--- config.mk ---
export PLATFORM = sky130hd
export DESIGN_NAME = afsl_framer
export DESIGN_NICKNAME = d
export VERILOG_FILES = /design/src/include/afsl_pkg.sv /design/src/include/afsl_cap_if.sv /design/src/design/afsl_capture.sv /design/src/design/afsl_framer.sv
export SDC_FILE = /design/constraint.sdc
export NUM_CORES = 2
export LEC_CHECK = 0
export ABC_AREA = 1
export ABC_CLOCK_PERIOD_IN_PS = 20400
export BUFFER_PORTS_ARGS = -buffer_cell sky130_fd_sc_hd__clkbuf_2
export CORE_UTILIZATION = 53
export DETAILED_ROUTE_END_ITERATION = 8
export HOLD_SLACK_MARGIN = 0.02
export PLACE_DENSITY_LB_ADDON = 0.3
export RECOVER_POWER = 100
export SLEW_MARGIN = 30
export SYNTH_ARGS = -nofsm -noshare
export SYNTH_HDL_FRONTEND = slang
export SYNTH_SLANG_ARGS = --single-unit
--- constraint.sdc ---
create_clock -name clk_i -period 20.4 [get_ports clk_i]
set_input_delay 2.04 -clock clk_i [delete_from_list [all_inputs] [get_ports clk_i]]
set_output_delay 2.04 -clock clk_i [all_outputs]
set_load 0.01 [all_outputs]
--- src/include/afsl_pkg.sv ---
/*
  Package of the converter-pair frame builder: register map, frame
  layout, control characters, 8b/10b tables and shared functions.
  Assumes a 100 MHz clock and a 32-bit classic Wishbone master.
*/
package afsl_pkg;
    // Register byte addresses
    localparam logic [7:0] ADDR_CTRL = 8'h00;
    localparam logic [7:0] ADDR_STAT = 8'h04;
    localparam logic [7:0] ADDR_FRAMES = 8'h08;
    // Control field positions and reset values
    localparam int CTRL_FMT_LSB = 0;
    localparam int CTRL_EMPH_EN = 2;
    localparam int CTRL_EMPH_LSB = 4;
    localparam int CTRL_LINK_RST = 8;
    localparam logic [1:0] FMT_RST = 2'h0;
    localparam logic EMPH_EN_RST = 1'b1;
    localparam logic [2:0] EMPH_LVL_RST = 3'h4;
    // Frame formats
    localparam logic [1:0] FMT_12 = 2'h0;
    localparam logic [1:0] FMT_14 = 2'h1;
    localparam logic [1:0] FMT_TEST = 2'h2;
    localparam logic [1:0] FMT_RAW = 2'h3;
    localparam logic [5:0] NB_12 = 6'h30;
    localparam logic [5:0] NB_14 = 6'h38;
    localparam logic [5:0] NB_RAW = 6'h3c;
    // Control characters, sent with the K flag set
    localparam logic [7:0] K28_0 = 8'h1c;
    localparam logic [7:0] K28_1 = 8'h3c;
    localparam logic [7:0] K28_2 = 8'h5c;
    localparam logic [7:0] K28_3 = 8'h7c;
    localparam logic [7:0] K28_5 = 8'hbc;
    localparam logic [7:0] K28_6 = 8'hdc;
    // Runs, character length and stream length
    localparam logic [4:0] SYNC_RUN = 5'h10;
    localparam logic [4:0] COMMA_RUN = 5'h04;
    localparam logic [3:0] CHAR_LAST = 4'h9;
    localparam logic [4:0] CAP_LAST = 5'h1f;
    // 8b/10b tables, negative running disparity column
    localparam logic [0:31][5:0] T6 = {6'h27, 6'h1d, 6'h2d, 6'h31, 6'h35,
        6'h29, 6'h19, 6'h38, 6'h39, 6'h25, 6'h15, 6'h34, 6'h0d, 6'h2c,
        6'h1c, 6'h17, 6'h1b, 6'h23, 6'h13, 6'h32, 6'h0b, 6'h2a, 6'h1a,
        6'h3a, 6'h33, 6'h26, 6'h16, 6'h36, 6'h0e, 6'h2e, 6'h1e, 6'h2b};
    localparam logic [0:7][3:0] T4D = {4'hb, 4'h9, 4'h5, 4'hc, 4'hd, 4'ha,
        4'h6, 4'he};
    localparam logic [0:7][3:0] T4K = {4'h4, 4'h9, 4'h5, 4'h3, 4'h2, 4'ha,
        4'h6, 4'h8};
    localparam logic [5:0] K28_6B = 6'h0f;
    localparam logic [3:0] A7_4B = 4'h7;

    typedef enum logic [2:0] {ST_SYNC, ST_IDLE, ST_HEAD, ST_STAMP, ST_DATA,
        ST_PAR0, ST_PAR1, ST_COMMA} afsl_state_t;

    function automatic logic [5:0] afsl_nbytes(input logic [1:0] fmt);
        case (fmt)
            FMT_14: return NB_14;
            FMT_RAW: return NB_RAW;
            default: return NB_12;
        endcase
    endfunction

    // Returns {new running disparity, abcdeifghj}, bit a sent first
    function automatic logic [10:0] afsl_enc(input logic [7:0] d,
        input logic k, input logic rd);
        logic [5:0] c6;
        logic [3:0] c4;
        logic rd_mid;
        logic alt;
        c6 = k ? K28_6B : T6[d[4:0]];
        if (rd && ($countones(c6) != 3 || c6 == 6'h38))
            c6 = ~c6;
        rd_mid = rd ^ ($countones(c6) != 3);
        alt = (d[7:5] == 3'h7) && ((!rd_mid && (d[4:0] == 5'h11 ||
            d[4:0] == 5'h12 || d[4:0] == 5'h14)) || (rd_mid &&
            (d[4:0] == 5'h0b || d[4:0] == 5'h0d || d[4:0] == 5'h0e)));
        if (k)
            c4 = rd ? ~T4K[d[7:5]] : T4K[d[7:5]];
        else
        begin
            c4 = alt ? A7_4B : T4D[d[7:5]];
            if (rd_mid && ($countones(c4) != 2 || c4 == 4'hc))
                c4 = ~c4;
        end
        return {rd ^ ($countones({c6, c4}) != 5), c6, c4};
    endfunction
endpackage

--- src/include/afsl_cap_if.sv ---
/*
  Carrier between the frame builder and one stream capture unit.
  Assumes both ends run on the same clock; inputs already synchronised.
*/
`timescale 1ns/1ps
`default_nettype none
interface afsl_cap_if;
    logic strobe_edge;
    logic marker;
    logic [7:0] data;
    logic [255:0] words;
    logic valid;
    modport cap (input strobe_edge, input marker, input data,
        output words, output valid);
    modport hub (output strobe_edge, output marker, output data,
        input words, input valid);
endinterface
`default_nettype wire

--- src/design/afsl_capture.sv ---
/*
  Capture of one converter: eight serial streams, 32 bits each per
  sample period, giving sixteen 16-bit words.
  Assumes strobe edges and bits arrive synchronised and far slower
  than the clock.
*/
`timescale 1ns/1ps
`default_nettype none
module afsl_capture
    import afsl_pkg::*;
(
    // Clock and reset
    input wire logic clk_i,
    input wire logic rst_i,
    // Stream bits in, words out
    afsl_cap_if.cap cap
);
    logic [7:0][31:0] sh_r;
    logic [7:0][31:0] sh_nxt;
    logic [4:0] cnt_r;
    logic [4:0] cnt_nxt;
    logic lock_r;
    logic lock_nxt;
    logic [255:0] words_r;
    logic [255:0] words_nxt;
    logic valid_r;
    logic valid_nxt;

    always_comb
    begin
        sh_nxt = sh_r;
        cnt_nxt = cnt_r;
        lock_nxt = lock_r;
        words_nxt = words_r;
        valid_nxt = 1'b0;
        if (cap.strobe_edge)
        begin
            for (int s = 0; s < 8; s++)
                sh_nxt[s] = {sh_r[s][30:0], cap.data[s]};
            // Nothing is delivered until the first period marker
            if (cap.marker)
            begin
                lock_nxt = 1'b1;
                cnt_nxt = 5'h01;
            end
            else
                cnt_nxt = cnt_r + 5'h01;
            if (lock_r && !cap.marker && cnt_r == CAP_LAST)
            begin
                valid_nxt = 1'b1;
                for (int s = 0; s < 8; s++)
                    words_nxt[255 - 32 * s -: 32] = sh_nxt[s];
            end
        end
    end

    always_ff @(posedge clk_i)
    begin
        if (rst_i)
        begin
            sh_r <= '0;
            cnt_r <= 5'h00;
            lock_r <= 1'b0;
            words_r <= '0;
            valid_r <= 1'b0;
        end
        else
        begin
            sh_r <= sh_nxt;
            cnt_r <= cnt_nxt;
            lock_r <= lock_nxt;
            words_r <= words_nxt;
            valid_r <= valid_nxt;
        end
    end

    assign cap.words = words_r;
    assign cap.valid = valid_r;
endmodule
`default_nettype wire

--- src/design/afsl_framer.sv ---
/*
  Frame builder for one converter pair: input synchronisers, frame
  formation, 8b/10b encoding, two-half bit serializer with pre-emphasis
  control, and a classic Wishbone register slave.
  Assumes one 100 MHz clock, converter pins asynchronous to it, and a
  fast-command decoder on the same clock giving the sync pulse.
*/
// Local design decisions: the address map and register access over Wishbone.
`timescale 1ns/1ps
`default_nettype none
module afsl_framer
    import afsl_pkg::*;
(
    // Clock and reset
    input wire logic clk_i,
    input wire logic rst_i,
    // Wishbone slave
    input wire logic wb_cyc_i,
    input wire logic wb_stb_i,
    input wire logic wb_we_i,
    input wire logic [7:0] wb_adr_i,
    input wire logic [3:0] wb_sel_i,
    input wire logic [31:0] wb_dat_i,
    output logic [31:0] wb_dat_o,
    output logic wb_ack_o,
    // Converter pins, converter 0 in the low half
    input wire logic [15:0] conv_stream_i,
    input wire logic [1:0] converter_strobe_clock_i,
    input wire logic [1:0] sample_period_marker_i,
    input wire logic sampling_clock_i,
    // Fast-command decoder, same clock
    input wire logic sync_cmd_i,
    // Serial line
    output logic tx_bit_o,
    output logic emph_pulse_o,
    output logic emph_en_o,
    output logic [2:0] emph_level_o
);
    logic [20:0] meta_r;
    logic [20:0] sync_r;
    logic [20:0] prev_r;
    afsl_state_t state_r;
    afsl_state_t state_nxt;
    logic [4:0] run_r;
    logic [4:0] run_nxt;
    logic [5:0] cnt_r;
    logic [5:0] cnt_nxt;
    logic [479:0] frame_r;
    logic [479:0] frame_nxt;
    logic [15:0] par_r;
    logic [15:0] par_nxt;
    logic [7:0] tsf_r;
    logic [7:0] tsf_nxt;
    logic [1:0] fmtf_r;
    logic [1:0] fmtf_nxt;
    logic [1:0] pend_r;
    logic [1:0] pend_nxt;
    logic [511:0] buf_r;
    logic [511:0] buf_nxt;
    logic rd_r;
    logic rd_nxt;
    logic [15:0] frames_r;
    logic [15:0] frames_nxt;
    logic [3:0] bit_r;
    logic [3:0] bit_nxt;
    logic [4:0] even_r;
    logic [4:0] even_nxt;
    logic [4:0] odd_r;
    logic [4:0] odd_nxt;
    logic tx_r;
    logic tx_nxt;
    logic emph_r;
    logic emph_nxt;
    logic [7:0] ts_r;
    logic [7:0] ts_nxt;
    logic [1:0] fmt_r;
    logic [1:0] fmt_nxt;
    logic emph_en_r;
    logic emph_en_nxt;
    logic [2:0] lvl_r;
    logic [2:0] lvl_nxt;
    logic ack_r;
    logic ack_nxt;
    logic [31:0] dat_r;
    logic [31:0] dat_nxt;
    logic take;
    logic wb_wr;
    logic link_rst;
    logic samp_edge;
    logic [7:0] ch;
    logic chk;
    logic [10:0] enc;

    // Sample words are built from converter 0 then converter 1
    function automatic logic [479:0] afsl_pack(input logic [511:0] w,
        input logic [1:0] fmt);
        logic [479:0] p;
        p = '0;
        for (int n = 0; n < 32; n++)
        begin
            case (fmt)
                FMT_12: p[479 - 12 * n -: 12] = w[511 - 16 * n -: 12];
                FMT_14: p[479 - 14 * n -: 14] = w[511 - 16 * n -: 14];
                FMT_RAW: p[479 - 15 * n -: 15] = w[510 - 16 * n -: 15];
                default: p = p;
            endcase
        end
        if (fmt == FMT_TEST)
            for (int n = 0; n < 48; n++)
                p[479 - 8 * n -: 8] = 8'(n);
        return p;
    endfunction

    always_ff @(posedge clk_i)
    begin
        if (rst_i)
        begin
            meta_r <= '0;
            sync_r <= '0;
            prev_r <= '0;
        end
        else
        begin
            meta_r <= {sampling_clock_i, sample_period_marker_i,
                converter_strobe_clock_i, conv_stream_i};
            sync_r <= meta_r;
            prev_r <= sync_r;
        end
    end

    afsl_cap_if cap0 ();
    afsl_cap_if cap1 ();
    assign cap0.strobe_edge = sync_r[16] & ~prev_r[16];
    assign cap0.marker = sync_r[18];
    assign cap0.data = sync_r[7:0];
    assign cap1.strobe_edge = sync_r[17] & ~prev_r[17];
    assign cap1.marker = sync_r[19];
    assign cap1.data = sync_r[15:8];
    afsl_capture u_cap0 (.clk_i(clk_i), .rst_i(rst_i), .cap(cap0));
    afsl_capture u_cap1 (.clk_i(clk_i), .rst_i(rst_i), .cap(cap1));

    // One character every ten clocks paces the whole frame read-out
    assign take = (bit_r == CHAR_LAST);
    assign samp_edge = sync_r[20] & ~prev_r[20];
    assign wb_wr = wb_cyc_i & wb_stb_i & wb_we_i & ack_r;
    assign link_rst = wb_wr && wb_adr_i == ADDR_CTRL && wb_sel_i[1] &&
        wb_dat_i[CTRL_LINK_RST];
    assign enc = afsl_enc(ch, chk, rd_r);

    always_comb
    begin
        ch = K28_1;
        chk = 1'b1;
        case (state_r)
            ST_SYNC, ST_COMMA: ch = K28_5;
            ST_HEAD:
                case (fmtf_r)
                    FMT_12: ch = K28_2;
                    FMT_14: ch = K28_3;
                    FMT_TEST: ch = K28_0;
                    default: ch = K28_6;
                endcase
            ST_STAMP:
            begin
                ch = tsf_r;
                chk = 1'b0;
            end
            ST_DATA:
            begin
                ch = frame_r[479:472];
                chk = 1'b0;
            end
            ST_PAR0:
            begin
                ch = par_r[15:8];
                chk = 1'b0;
            end
            ST_PAR1:
            begin
                ch = par_r[7:0];
                chk = 1'b0;
            end
            default: ch = K28_1;
        endcase
    end

    always_comb
    begin
        state_nxt = state_r;
        run_nxt = run_r;
        cnt_nxt = cnt_r;
        frame_nxt = frame_r;
        par_nxt = par_r;
        tsf_nxt = tsf_r;
        fmtf_nxt = fmtf_r;
        pend_nxt = pend_r;
        buf_nxt = buf_r;
        rd_nxt = rd_r;
        frames_nxt = frames_r;
        if (take)
        begin
            rd_nxt = enc[10];
            case (state_r)
                ST_SYNC:
                begin
                    run_nxt = run_r + 5'h01;
                    if (run_r == SYNC_RUN - 5'h01)
                        state_nxt = ST_IDLE;
                end
                // A frame starts only from idle, so raw frames always
                // get at least one K28.1 between them
                ST_IDLE:
                    if (pend_r == 2'b11)
                    begin
                        state_nxt = ST_HEAD;
                        fmtf_nxt = fmt_r;
                        tsf_nxt = ts_r;
                        frame_nxt = afsl_pack(buf_r, fmt_r);
                        par_nxt = 16'h0000;
                        pend_nxt = 2'b00;
                    end
                ST_HEAD: state_nxt = ST_STAMP;
                ST_STAMP:
                begin
                    state_nxt = ST_DATA;
                    cnt_nxt = 6'h00;
                end
                ST_DATA:
                begin
                    frame_nxt = {frame_r[471:0], 8'h00};
                    if (cnt_r[0])
                        par_nxt[7:0] = par_r[7:0] ^ ch;
                    else
                        par_nxt[15:8] = par_r[15:8] ^ ch;
                    cnt_nxt = cnt_r + 6'h01;
                    if (cnt_r == afsl_nbytes(fmtf_r) - 6'h01)
                    begin
                        frames_nxt = frames_r + 16'h0001;
                        state_nxt = (fmtf_r == FMT_RAW) ? ST_IDLE
                            : ST_PAR0;
                    end
                end
                ST_PAR0: state_nxt = ST_PAR1;
                ST_PAR1:
                begin
                    state_nxt = (fmtf_r == FMT_TEST) ? ST_IDLE
                        : ST_COMMA;
                    run_nxt = 5'h00;
                end
                ST_COMMA:
                begin
                    run_nxt = run_r + 5'h01;
                    if (run_r == COMMA_RUN - 5'h01)
                        state_nxt = ST_IDLE;
                end
                default: state_nxt = ST_SYNC;
            endcase
        end
        // A new period arriving as a frame starts keeps its flag
        if (cap0.valid)
        begin
            pend_nxt[0] = 1'b1;
            buf_nxt[511:256] = cap0.words;
        end
        if (cap1.valid)
        begin
            pend_nxt[1] = 1'b1;
            buf_nxt[255:0] = cap1.words;
        end
        if (link_rst)
        begin
            state_nxt = ST_SYNC;
            run_nxt = 5'h00;
            rd_nxt = 1'b0;
        end
    end

    // Even bits and odd bits come from separate five-bit halves
    always_comb
    begin
        bit_nxt = take ? 4'h0 : bit_r + 4'h1;
        even_nxt = even_r;
        odd_nxt = odd_r;
        if (bit_r[0])
        begin
            tx_nxt = odd_r[4];
            odd_nxt = {odd_r[3:0], 1'b0};
        end
        else
        begin
            tx_nxt = even_r[4];
            even_nxt = {even_r[3:0], 1'b0};
        end
        if (take)
        begin
            even_nxt = {enc[9], enc[7], enc[5], enc[3], enc[1]};
            odd_nxt = {enc[8], enc[6], enc[4], enc[2], enc[0]};
        end
        emph_nxt = emph_en_r & (tx_nxt != tx_r);
        ts_nxt = ts_r;
        if (sync_cmd_i)
            ts_nxt = 8'h00;
        else if (samp_edge)
            ts_nxt = ts_r + 8'h01;
    end

    // Format changes take effect at the next frame start only
    always_comb
    begin
        fmt_nxt = fmt_r;
        emph_en_nxt = emph_en_r;
        lvl_nxt = lvl_r;
        if (wb_wr && wb_adr_i == ADDR_CTRL && wb_sel_i[0])
        begin
            fmt_nxt = wb_dat_i[CTRL_FMT_LSB +: 2];
            emph_en_nxt = wb_dat_i[CTRL_EMPH_EN];
            lvl_nxt = wb_dat_i[CTRL_EMPH_LSB +: 3];
        end
        ack_nxt = wb_cyc_i & wb_stb_i & ~ack_r;
        dat_nxt = 32'h0000_0000;
        if (ack_nxt)
            case (wb_adr_i)
                ADDR_CTRL: dat_nxt = {25'h0, lvl_r, 1'b0, emph_en_r, fmt_r};
                ADDR_STAT: dat_nxt = {16'h0, ts_r, 2'b0, pend_r, 1'b0,
                    state_r};
                ADDR_FRAMES: dat_nxt = {16'h0, frames_r};
                default: dat_nxt = 32'h0000_0000;
            endcase
    end

    always_ff @(posedge clk_i)
    begin
        if (rst_i)
        begin
            state_r <= ST_SYNC;
            run_r <= 5'h00;
            cnt_r <= 6'h00;
            frame_r <= '0;
            par_r <= 16'h0000;
            tsf_r <= 8'h00;
            fmtf_r <= FMT_RST;
            pend_r <= 2'b00;
            buf_r <= '0;
            rd_r <= 1'b0;
            frames_r <= 16'h0000;
            bit_r <= 4'h0;
            even_r <= 5'h00;
            odd_r <= 5'h00;
            tx_r <= 1'b0;
            emph_r <= 1'b0;
            ts_r <= 8'h00;
            fmt_r <= FMT_RST;
            emph_en_r <= EMPH_EN_RST;
            lvl_r <= EMPH_LVL_RST;
            ack_r <= 1'b0;
            dat_r <= 32'h0000_0000;
        end
        else
        begin
            state_r <= state_nxt;
            run_r <= run_nxt;
            cnt_r <= cnt_nxt;
            frame_r <= frame_nxt;
            par_r <= par_nxt;
            tsf_r <= tsf_nxt;
            fmtf_r <= fmtf_nxt;
            pend_r <= pend_nxt;
            buf_r <= buf_nxt;
            rd_r <= rd_nxt;
            frames_r <= frames_nxt;
            bit_r <= bit_nxt;
            even_r <= even_nxt;
            odd_r <= odd_nxt;
            tx_r <= tx_nxt;
            emph_r <= emph_nxt;
            ts_r <= ts_nxt;
            fmt_r <= fmt_nxt;
            emph_en_r <= emph_en_nxt;
            lvl_r <= lvl_nxt;
            ack_r <= ack_nxt;
            dat_r <= dat_nxt;
        end
    end

    assign wb_dat_o = dat_r;
    assign wb_ack_o = ack_r;
    assign tx_bit_o = tx_r;
    assign emph_pulse_o = emph_r;
    assign emph_en_o = emph_en_r;
    assign emph_level_o = lvl_r;
endmodule
`default_nettype wire

==> results.cfg <==
[layout]
final_nets = 10847
stdcell_count = 13060
fillers = 14441
layout-drive-gt1-share = 0.0493
areaGrowthSynthToFinish_pct = 9.16

[sta]
min_period_over_period = 0.729
worst_slew_pin_slew_ns = 6.12
rsz0062_at_grt = no
max_slew_margin = -3.10
drv_slew = 1061
finalSetupTns_ns = 0
final-setup-viol-count = 0
period_minus_slack_ns = 14.87
skew_ns = 0.0623
finalHoldViolCount = 0
max_freq_ghz = 0.0673

[clock_network]
cts_root_buf = clkbuf_16
cts_hold_buf = 0
insertion_delay_ns = 0.90
numCtsBuffers = 213
ctsResizeCount = 0
cts_buffer_depth = 3
tritoncts = built
path_clk_slew_ns = 0.06
post_cts_buffers = 0
cts_sinks = 2165
htreeDepth = 4

[global_routing]
grt_max_degree = 305
grt_usage = 0.304
antenna_found_initial = 2
grt_pass1_vias = 70950
grt_pass1_wl_um = 400000
grt-ovfl-total = 0

[min_path]
hold_path_class = flop to flop

[run_status]
status = finished, violations left
violations = max-capacitance violations, max-slew violations

[setup_path]
cp.arrival_ns = 15.60
critPathLaunchType = input port
critPathKind = input port to flop
worstPathRequired_ns = 21.13
crit_chain = clkbuf_1, clkinvlp_2, clkbuf_1, buf_12, buf_12, buf_16, o21ai_0, a21oi_1
critPathMaxStageDelay_ns = 6.38
r2r_slack_ns = 5.78
end_kind = flop
slowest_stage = clkinvlp_2
crit_path_max_fanout = 254

[yosys]
synth-seq-cells = 2165
yosysSeqAreaShare = 0.508
yosys.area.top_type_share = 0.508
yosys-top-cells-area = dfxtp_1, o21ai_0, nor2_1
netlist_area_mm2 = 0.0854
synth_top_area_cell = dfxtp_1
synthFlopType = dfxtp_1
ys_async_sr_fraction = 0
synthCells = 11305
yosysWarnings = 0
postSynthAreaPerCell_um2 = 7.55
ys_types = 59
ys_top_cells_by_count = nor2_1, o21ai_0, dfxtp_1
yosysMostFrequentCell = nor2_1
synth_edf_count = 0

[drt]
vias_per_cell = 5.92
drt_iter0_drc = 9905
drt-wirelength-per-cell_um = 19.5
vias = 77374
drc = 0
drtAntennaViolNets = 0
first_pass_iters = 7
routed_wl_um = 255000

[power]
leakage_nw = 36.1
power_mw = 8.68
power_density_mw_per_mm2 = 93.1
vdd_drop_max_mv = 0.0948

[run]
cap_violations = 9

[floorplan]
initial_core_util = 0.537
core_mm2 = 0.159
die_y_um = 403
io_pins = 110
die_area_mm2 = 0.163
rows = 146
die_x_um = 403

[place]
io_buffers = 66
gp_congestion = 0.912
placed_cells = 12656
dp_hpwl_um = 148000
## path summary, 6_finish.rpt
check	from	endpoint	cells past startpoint
worst max-delay path	rst_i	buf_r[36]	8
worst min-delay path	meta_r[7]	sync_r[7]	2
worst max register to register	state_r[0]	rd_r	53
worst min register to register	meta_r[7]	sync_r[7]	2
## registers in the layout, indices dropped and copies added, names as in the netlist, 6 cells and up
name,count
tsf_r,8
cnt_r,6
sync_r,21
frame_r,480
par_r,16
u_cap0.sh_r,248
frames_r,16
meta_r,21
buf_r,512
ts_r,8
wb_dat_o,16
u_cap1.cap.words,256
u_cap0.cap.words,256
u_cap1.sh_r,248
## through the flow
| stage | hold slack (ns) | cell area, um^2 | worst slack, ns | utilization |
|---|---|---|---|---|
| global route | 0.420 | 93200 | 4.57 | 0.586 |
| floorplan | 0.388 | 85400 | 11.29 | - |
| detailed placement | 0.392 | 85700 | 8.90 | 0.538 |
| finish | 0.392 | 93200 | 5.53 | 0.586 |
| CTS | 0.400 | 93200 | 8.87 | 0.586 |
| global placement | 0.392 | 85500 | 8.80 | 0.538 |
## report_power, final
group / total (mW) / internal (mW) / switching [mW]
logic: 0.214 / 0.0658 / 0.148
registers: 4.32 / 4.28 / 0.0386
clock network: 4.14 / 2.42 / 1.72
total: 8.68 / 6.77 / 1.91
## kinds of logic (layout without fill, tap and decap cells)
family,Yosys count,count (layout),synth area share
buffers and inverters,1506,1098,0.0685
other,1,18,0.0000439
XOR/XNOR,10,10,0.00103
flip-flops,2165,2165,0.508
AO/OA/AOI/OAI,4027,4027,0.253
AND/OR/NAND/NOR,3550,3550,0.162
adder cells (fa/ha/maj),46,46,0.00744
## final cells by class
class                           instances  area (um^2)  share of cell area
Sequential cell                      2165        43400               0.465
Multi-Input combinational cell       7649        36300               0.390
Clock buffer                          328         6420              0.0689
Tap cell                             2146         2690              0.0288
Inverter                              552         2160              0.0232
Timing Repair Buffer                  149         1180              0.0127
Clock inverter                         69         1090              0.0117
Antenna cell                            2         5.00           0.0000537
## placed cells by master (no fill, tap or decap), types with 5 or more instances in the layout
cell type and count:
buf_4 52, buf_12 8, o22ai_1 223, a221oi_1 7, inv_8 9, nand3_1 89, fa_1 8, clkbuf_8 62
a22oi_1 35, clkinv_16 6, clkbuf_2 42, nor2_4 8, o211ai_1 57, a41oi_1 12, nor3_1 48, clkbuf_1 83
ha_1 38, buf_6 7, inv_2 9, xor2_1 7, inv_1 528, nor2_1 2675, nand2_2 14, bufinv_16 19
nand2_1 658, conb_1 16, a211oi_1 33, clkbuf_16 215, o2111ai_1 13, a21oi_1 1041, a31oi_1 82, o32ai_1 13
dfxtp_1 2161, clkinv_8 5, buf_16 8, o221ai_1 151, clkinv_2 30, nand4_1 22, o21ai_0 2346
## critical path, delay by kind of cell
| kind | cells | cell delay [ns] |
|---|---|---|
| buffers and inverters | 6 | 12.63 |
| AOI/OAI and AO/OA | 2 | 0.42 |
## layer usage
metal | global-route usage | routed length [um] | vias to the layer above
met3 | 0.0640 | 25100 | 693
met5 | 0 | 13 | -
li1 | - | - | 36819
met1 | 0.420 | 109000 | 36254
met4 | 0.124 | 10700 | 2
met2 | 0.460 | 110000 | 3606
(Power assumes the default switching activity.)
